===== config.mk =====
export PLATFORM = sky130hd
export DESIGN_NAME = peripheral_register_port
export DESIGN_NICKNAME = d
export VERILOG_FILES = /design/src/periph_pkg.sv /design/src/peripheral_register_port.sv /design/src/adc_ref_decoder.sv
export SDC_FILE = /design/constraint.sdc
export NUM_CORES = 1
export LEC_CHECK = 0
export BUFFER_PORTS_ARGS = -buffer_cell sky130_fd_sc_hd__buf_2
export CELL_PAD_IN_SITES_DETAIL_PLACEMENT = 1
export CELL_PAD_IN_SITES_GLOBAL_PLACEMENT = 2
export CORE_MARGIN = 2
export CORE_UTILIZATION = 29
export DETAILED_ROUTE_END_ITERATION = 16
export GPL_ROUTABILITY_DRIVEN = 0
export GPL_TIMING_DRIVEN = 0
export PLACE_DENSITY = 0.89
export REMOVE_ABC_BUFFERS = 1
export SLEW_MARGIN = 15
export SYNTH_ARGS = -nofsm -noshare
export SYNTH_HDL_FRONTEND = slang
export SYNTH_HIERARCHICAL = 1
export SYNTH_SLANG_ARGS = --single-unit

===== constraint.sdc =====
create_clock -name i_clk -period 1.66 [get_ports i_clk]
set_input_delay 0.083 -clock i_clk [delete_from_list [all_inputs] [get_ports i_clk]]
set_output_delay 0.083 -clock i_clk [all_outputs]
set_load 0.005 [all_outputs]

===== src/periph_pkg.sv =====
package periph_pkg;
	// ------------------------------------------------------------
	// Peripheral addresses and field layout
	// ------------------------------------------------------------
	localparam int          PADDR_W          = 7;
	localparam logic [6:0]  ADDR_DISP_START  = 7'h01;
	localparam logic [6:0]  ADDR_ADC_REF     = 7'h02;
	localparam int          HSTART_MSB       = 7;
	localparam int          HSTART_LSB       = 4;
	localparam int          VSTART_MSB       = 3;
	localparam int          VSTART_LSB       = 0;
	localparam int          ADC_CODE_W       = 4;
	localparam logic [7:0]  DISP_START_MASK  = 8'hFF;
	localparam logic [7:0]  ADC_REF_MASK     = 8'h0F;
	// Power-on content is undefined; these are the plain values we load
	localparam logic [7:0]  DISP_START_POR   = 8'h00;
	localparam logic [3:0]  ADC_REF_POR      = 4'h0;
	localparam logic [15:0] BUFFER_POR       = 16'h0000;
	// Value returned for unmapped or write-only reads
	localparam logic [7:0]  UNDEF_READ       = 8'h00;
	// Transfer completes in this many clocks after the instruction
	localparam int          XFER_CYCLES      = 1;
endpackage : periph_pkg


===== src/peripheral_register_port.sv =====
//Function
//- 8-bit read keeps upper buffer nibbles
//- Invalid read bits give zero, fixed per register
//- Only power-on reset clears; others hold
//- Bits 7..4 hold horizontal start
//- Bits 3..0 hold vertical start
//- ADC reference stores four bits, upper zero
//- Code zero selects zero-volt reference
//- Display start answers at address 01H
//- Write-only reads undefined; read-only writes ignored
//- Each transfer completes in one cycle
//- Writes ignore upper nibbles, invalid bits
`timescale 1ns/1ps
`default_nettype none
module peripheral_register_port
	import periph_pkg::*;
(
	input  wire logic                         i_clk,
	input  wire logic                         i_resetn,
	input  wire logic                         i_clkstop_reset,
	input  wire logic                         i_ce_reset,
	input  wire logic                         i_read_instr,
	input  wire logic                         i_write_instr,
	input  wire logic [periph_pkg::PADDR_W-1:0] i_paddr,
	input  wire logic [15:0]                  i_buffer_load,
	input  wire logic                         i_buffer_load_en,
	output logic [15:0]                       o_buffer,
	output logic [3:0]                        o_hstart,
	output logic [3:0]                        o_vstart,
	output logic [3:0]                        o_adc_code,
	output logic                              o_adc_zero_ref,
	output logic [4:0]                        o_adc_half_steps,
	output logic                              o_xfer_done
);
	import periph_pkg::*;

	// ------------------------------------------------------------
	// Storage
	// ------------------------------------------------------------
	logic [7:0]  disp_start_r;
	logic [3:0]  adc_ref_r;
	logic [15:0] buffer_r;
	logic        done_r;
	logic        zero_r;
	logic [4:0]  steps_r;

	// ------------------------------------------------------------
	// Decode
	// ------------------------------------------------------------
	wire logic sel_disp = (i_paddr == ADDR_DISP_START);
	wire logic sel_adc  = (i_paddr == ADDR_ADC_REF);
	// Writes to unmapped/read-only addresses hit no register
	wire logic wr_disp  = i_write_instr & sel_disp;
	wire logic wr_adc   = i_write_instr & sel_adc;
	wire logic [7:0] wr_byte = buffer_r[7:0];
	wire logic [7:0] disp_nxt = wr_byte & DISP_START_MASK;
	wire logic [3:0] adc_nxt =
		wr_byte[ADC_CODE_W-1:0];

	// Invalid bits read as zero for both registers
	wire logic [7:0] rd_byte =
		sel_disp ? disp_start_r :
		sel_adc  ? ({4'h0, adc_ref_r} & ADC_REF_MASK) :
		UNDEF_READ;
	wire logic [15:0] buffer_nxt =
		i_read_instr ? {buffer_r[15:8], rd_byte} :
		i_buffer_load_en ? i_buffer_load : buffer_r;

	// Decode the value the code register takes at this edge, so the
	// level outputs change together with the code, not a clock later
	wire logic       zero_nxt;
	wire logic [4:0] steps_nxt;
	wire logic [3:0] adc_nxt_sel;
	assign adc_nxt_sel = wr_adc ? adc_nxt : adc_ref_r;
	adc_ref_decoder u_dec (
		.i_code       (adc_nxt_sel),
		.o_zero_ref   (zero_nxt),
		.o_half_steps (steps_nxt)
	);

	// ------------------------------------------------------------
	// Registers; only power-on reset clears them, the clock-stop
	// and CE resets are deliberately not wired into any flop
	// ------------------------------------------------------------
	always_ff @(posedge i_clk or negedge i_resetn) begin
		if (!i_resetn) begin
			disp_start_r <= DISP_START_POR;
			adc_ref_r    <= ADC_REF_POR;
		end else begin
			if (wr_disp)
				disp_start_r <= disp_nxt;
			if (wr_adc)
				adc_ref_r <= adc_nxt;
		end
	end

	always_ff @(posedge i_clk or negedge i_resetn) begin
		if (!i_resetn) begin
			buffer_r <= BUFFER_POR;
			done_r   <= 1'b0;
			zero_r   <= 1'b1;
			steps_r  <= 5'h00;
		end else begin
			buffer_r <= buffer_nxt;
			done_r   <= i_read_instr | i_write_instr;
			zero_r   <= zero_nxt;
			steps_r  <= steps_nxt;
		end
	end

	assign o_buffer         = buffer_r;
	assign o_hstart         = disp_start_r[HSTART_MSB:HSTART_LSB];
	assign o_vstart         = disp_start_r[VSTART_MSB:VSTART_LSB];
	assign o_adc_code       = adc_ref_r;
	assign o_adc_zero_ref   = zero_r;
	assign o_adc_half_steps = steps_r;
	assign o_xfer_done      = done_r;

	// ------------------------------------------------------------
	// Checks
	// ------------------------------------------------------------
	property p_upper_kept;
		@(posedge i_clk) disable iff (!i_resetn)
		i_read_instr |=> o_buffer[15:8] == $past(buffer_r[15:8]);
	endproperty
	a_upper_kept: assert property (p_upper_kept)
		else $error("upper buffer byte changed on read");

	property p_adc_read_zero;
		@(posedge i_clk) disable iff (!i_resetn)
		(i_read_instr && sel_adc) |=> o_buffer[7:4] == 4'h0;
	endproperty
	a_adc_read_zero: assert property (p_adc_read_zero)
		else $error("adc reference upper bits not zero");

	property p_hold_other_reset;
		@(posedge i_clk) disable iff (!i_resetn)
		(!i_write_instr && (i_clkstop_reset || i_ce_reset))
		|=> $stable(disp_start_r) && $stable(adc_ref_r);
	endproperty
	a_hold_other_reset: assert property (p_hold_other_reset)
		else $error("register changed on clock-stop or ce reset");

	property p_hstart;
		@(posedge i_clk) disable iff (!i_resetn)
		wr_disp |=> o_hstart == $past(buffer_r[7:4]);
	endproperty
	a_hstart: assert property (p_hstart)
		else $error("horizontal start not loaded");

	property p_vstart;
		@(posedge i_clk) disable iff (!i_resetn)
		wr_disp |=> o_vstart == $past(buffer_r[3:0]);
	endproperty
	a_vstart: assert property (p_vstart)
		else $error("vertical start not loaded");

	property p_adc_store;
		@(posedge i_clk) disable iff (!i_resetn)
		wr_adc |=> o_adc_code == $past(buffer_r[3:0]);
	endproperty
	a_adc_store: assert property (p_adc_store)
		else $error("adc code not stored");

	property p_zero_ref;
		@(posedge i_clk) disable iff (!i_resetn)
		##1 (o_adc_zero_ref == (o_adc_code == 4'h0));
	endproperty
	a_zero_ref: assert property (p_zero_ref)
		else $error("zero reference mismatch");

	property p_disp_read;
		@(posedge i_clk) disable iff (!i_resetn)
		(i_read_instr && sel_disp) |=> o_buffer[7:0] == $past(disp_start_r);
	endproperty
	a_disp_read: assert property (p_disp_read)
		else $error("display start read wrong");

	property p_done;
		@(posedge i_clk) disable iff (!i_resetn)
		(i_read_instr || i_write_instr) |=> o_xfer_done;
	endproperty
	a_done: assert property (p_done)
		else $error("transfer not done in one cycle");

	property p_strobe;
		@(posedge i_clk) disable iff (!i_resetn)
		!wr_disp |=> $stable(disp_start_r);
	endproperty
	a_strobe: assert property (p_strobe)
		else $error("display start written without strobe");

	property p_done_pulse;
		@(posedge i_clk) disable iff (!i_resetn)
		!(i_read_instr || i_write_instr) |=> !o_xfer_done;
	endproperty
	a_done_pulse: assert property (p_done_pulse)
		else $error("transfer done without instruction");

	property p_adc_strobe;
		@(posedge i_clk) disable iff (!i_resetn)
		!wr_adc |=> $stable(adc_ref_r);
	endproperty
	a_adc_strobe: assert property (p_adc_strobe)
		else $error("adc code written without strobe");

	property p_disp_addr_only;
		@(posedge i_clk) disable iff (!i_resetn)
		(i_write_instr && !sel_disp) |=> $stable(disp_start_r);
	endproperty
	a_disp_addr_only: assert property (p_disp_addr_only)
		else $error("display start written at other address");

	property p_unmapped_read;
		@(posedge i_clk) disable iff (!i_resetn)
		(i_read_instr && !sel_disp && !sel_adc)
		|=> o_buffer[7:0] == UNDEF_READ;
	endproperty
	a_unmapped_read: assert property (p_unmapped_read)
		else $error("unmapped read low byte wrong");

	property p_adc_read_code;
		@(posedge i_clk) disable iff (!i_resetn)
		(i_read_instr && sel_adc) |=> o_buffer[3:0] == $past(adc_ref_r);
	endproperty
	a_adc_read_code: assert property (p_adc_read_code)
		else $error("adc code read back wrong");
endmodule : peripheral_register_port
`default_nettype wire


===== src/adc_ref_decoder.sv =====
`timescale 1ns/1ps
`default_nettype none
module adc_ref_decoder (
	input  wire logic [3:0] i_code,
	output logic            o_zero_ref,
	output logic [4:0]      o_half_steps
);
	// ------------------------------------------------------------
	// Reference level in half-LSB units: 0 for code 0, else 2x-1
	// ------------------------------------------------------------
	assign o_zero_ref   = (i_code == 4'h0);
	assign o_half_steps = o_zero_ref ? 5'h00
		: 5'({i_code, 1'b0} - 5'h01);
endmodule : adc_ref_decoder
`default_nettype wire


==> out/metrics.yaml <==
route:
  wl_met3_um: 155
  via_count: 1071
  wire_per_inst_um: 15.8
  wl_met2_mm: 2.06
  drc_errors: 0
  met1_length_mm: 1.44
  first_pass_iters: 2
  final_antenna_net_count: 0
  dr.max_layer_used: "met4"
  viasPerCell: 4.56
  totalWireLength_mm: 3.72
  drt_iter0_drc: 13
global_routing:
  grt_pass1_vias: 1179
  grt_usage_pct: 14.8
  grt_pass1_wl_mm: 5.95
  grt_max_degree: 36
  antenna_found_initial: 0
  overflow: 0
sta:
  tightest_slew_ns: 0.776
  fin_ws_ns: 0.0866
  rsz0062_at_grt: "false"
  finalCritPeriodShare_pct: 94.8
  finClkSkew_ns: 0.00814
  drv_slew: 0
  slew-limit-headroom_pct: 48.2
  maxClockFrequency_mhz: 636
  setup_viol: 0
  hold_violations: 0
  period_minus_slack_ns: 1.57
  holdWs_ns: 0.0344
power_and_ir_drop:
  seqPwrFrac_pct: 48.4
  p_leak_nw: 1.01
  p_sw_w: 0.000440
  powerDensity_nw_per_um2: 1000
  switching_share_pct: 22.4
  power_frac_comb_pct: 11.9
  internal_power_w: 0.00153
  p_clk_share_pct: 39.7
  vdd_drop_max_mv: 0.491
cells_and_area:
  final_cells: 235
  antenna_cells: 0
  fin_util_pct: 41.2
  fin_nets: 197
  multi_input_area_um2: 548
  fin_area_um2: 1960
  n_fill_cell: 531
  drive_above_1_share_pct: 57.7
  ff_latch_area_um2: 877
  area_growth_pct: 35.7
status:
  status: "finished clean"
place:
  io_buffers: 62
  placed_cells: 225
  dpl_cell_area_um2: 1820
  dpl.hpwl_mm: 2.85
  post-place-ws_ns: -0.316
worst_setup_path:
  cp_slowest_stage_delay_ns: 0.56
  worstPathCellList: "buf_2 -> nor2b_1 -> nand4_1 -> buf_4 -> mux2_2 -> or4_4"
  end_kind: "flip-flop"
  path_class: "input port to flip-flop"
  crit_cells: 6
  startpoint_type: "input port"
  crit_family: "simple AND/OR/NAND/NOR gates"
  r2r_slack_ns: 0.21
  r2r_cells: 2
  cp_max_fo: 8
  cp_num_buf_inv: 2
  crit_slowest_cell: "or4_4"
  crit_arrival_ns: 1.72
  worstPathRequired_ns: 1.81
floorplanning:
  die_w_um: 74.5
  initial_core_util_pct: 30.3
  rows: 25
  die_h_um: 74.5
  coreArea_um2: 4750
  die-area_um2: 5550
  pin_count: 65
logic_synthesis:
  post-synth-top-count-cell: "dfrtp_1"
  yosysUniqueCellTypes: 27
  synth_edf_count: 0
  synth-seq-area-share_pct: 60.8
  yosysTopAreaCellShare_pct: 59.0
  synthArstFlopShare_pct: 100
  synth_area_um2: 1440
  synth_area_leaders: "dfrtp_1 (59%), mux2_2 (15%), mux2i_1 (5.6%), o2bb2ai_1 (2.4%), a22oi_1 (2.1%)"
  yosys.area.top_type: "dfrtp_1"
  ys_ff_latch: 35
  syn_area_per_cell_um2: 14.6
  ys_warn_count: 6
  synth_common_cells: "dfrtp_1 (34), mux2_2 (19), mux2i_1 (8)"
  synth_ff_type: "dfrtp_1"
  synthCells: 99
worst_hold_path:
  holdPathStages: 2
  holdCritPathClass: "input port to flip-flop"
job:
  cap_viol_max_count: 0
clock_network:
  h-tree-depth: 2
  clock_latency_ns: 0.28
  cts_buffer_depth: 2
  cts_sinks: 35
  clk_pin_slew_worst_paths_ns: 0.07
  numCtsBuffers: 5
  cts_tree: "done"
  cts-root-buf: "clkbuf_8"
  cts_resized: 0
-- cell usage in the layout (no fill, tap or decap), types with 2 or more instances in the layout --
master / synthesis / routed
a22oi_1: 4 / 4
o22ai_1: 4 / 4
mux2i_1: 8 / 8
clkbuf_8: 0 / 6
mux2_2: 19 / 19
o2bb2ai_1: 4 / 4
nor2_1: 2 / 2
o21ai_0: 2 / 2
nand2_1: 2 / 2
dfrtp_1: 34 / 34
nor2b_1: 2 / 2
buf_2: 2 / 62
-- logic make-up after synthesis --
| logic type | after synthesis | share of synthesized area, % |
|---|---|---|
| AOI/OAI and AO/OA | 16 | 8.15 |
| buffers and inverters | 4 | 1.21 |
| DFF | 35 | 60.8 |
| muxes | 28 | 21.2 |
| and+or+nand+nor | 16 | 8.67 |
-- area by class of cell --
class / count / area share (%)
inverter: 1 / 0.192
multi-input combinational: 60 / 28.0
clock buffer: 6 / 4.22
sequential: 35 / 44.8
timing repair buffer: 64 / 16.7
clock inverter: 2 / 1.79
tap: 67 / 4.28
-- final timing paths --
| kind | start | end |
|---|---|---|
| max | i_paddr[0] | o_adc_half_steps[0]$_DFF_PN0_ |
| min in group asynchronous | i_resetn | disp_start_r[0]$_DFFE_PN0P_ |
| max in group asynchronous | i_resetn | o_buffer[9]$_DFFE_PN0P_ |
| max reg2reg | o_buffer[0]$_DFFE_PN0P_ | o_adc_half_steps[0]$_DFF_PN0_ |
| min | i_buffer_load[13] | o_buffer[13]$_DFFE_PN0P_ |
| min reg2reg | o_buffer[8]$_DFFE_PN0P_ | o_buffer[8]$_DFFE_PN0P_ |
-- routing by layer --
metal | up-vias | GRT usage (%)
li1 | 501 | -
met1 | 535 | 15.9
met2 | 29 | 27.0
met3 | 6 | 4.20
met4 | 0 | 6.55
met5 | - | 0
-- flip-flops by register name, summed over array words and instances, names as in the netlist --
register          flops
o_adc_half_steps      5
disp_start_r          8
o_adc_zero_ref        1
o_adc_code            4
o_xfer_done           1
o_buffer             16
-- power by group through the flow --
stage | clock [W] | combinational [W] | sequential, W
2_1_floorplan | 0 | 0.0000871 | 0.000971
3_3_place_gp | 0 | 0.000228 | 0.000962
3_5_place_dp | 0 | 0.000239 | 0.000969
4_1_cts | 0.000812 | 0.000242 | 0.000953
5_1_grt | 0.000861 | 0.000262 | 0.000959
6_report | 0.000780 | 0.000234 | 0.000952
-- timing repair --
action / 4_1_cts / 5_1_grt
endpoints found under the hold margin: 34 / 0
buffers inserted: 1 / 0
hold buffers: 1 / 0
setup endpoints to repair: 1 / 0
-- stage by stage --
stage               power (W)  TNS (ns)
global route          0.00208         0
finish                0.00197         0
CTS                   0.00201         0
detailed placement    0.00121     -1.02
global placement      0.00119    -0.871
floorplan             0.00106         0
Power figures use the tool's default switching activity.
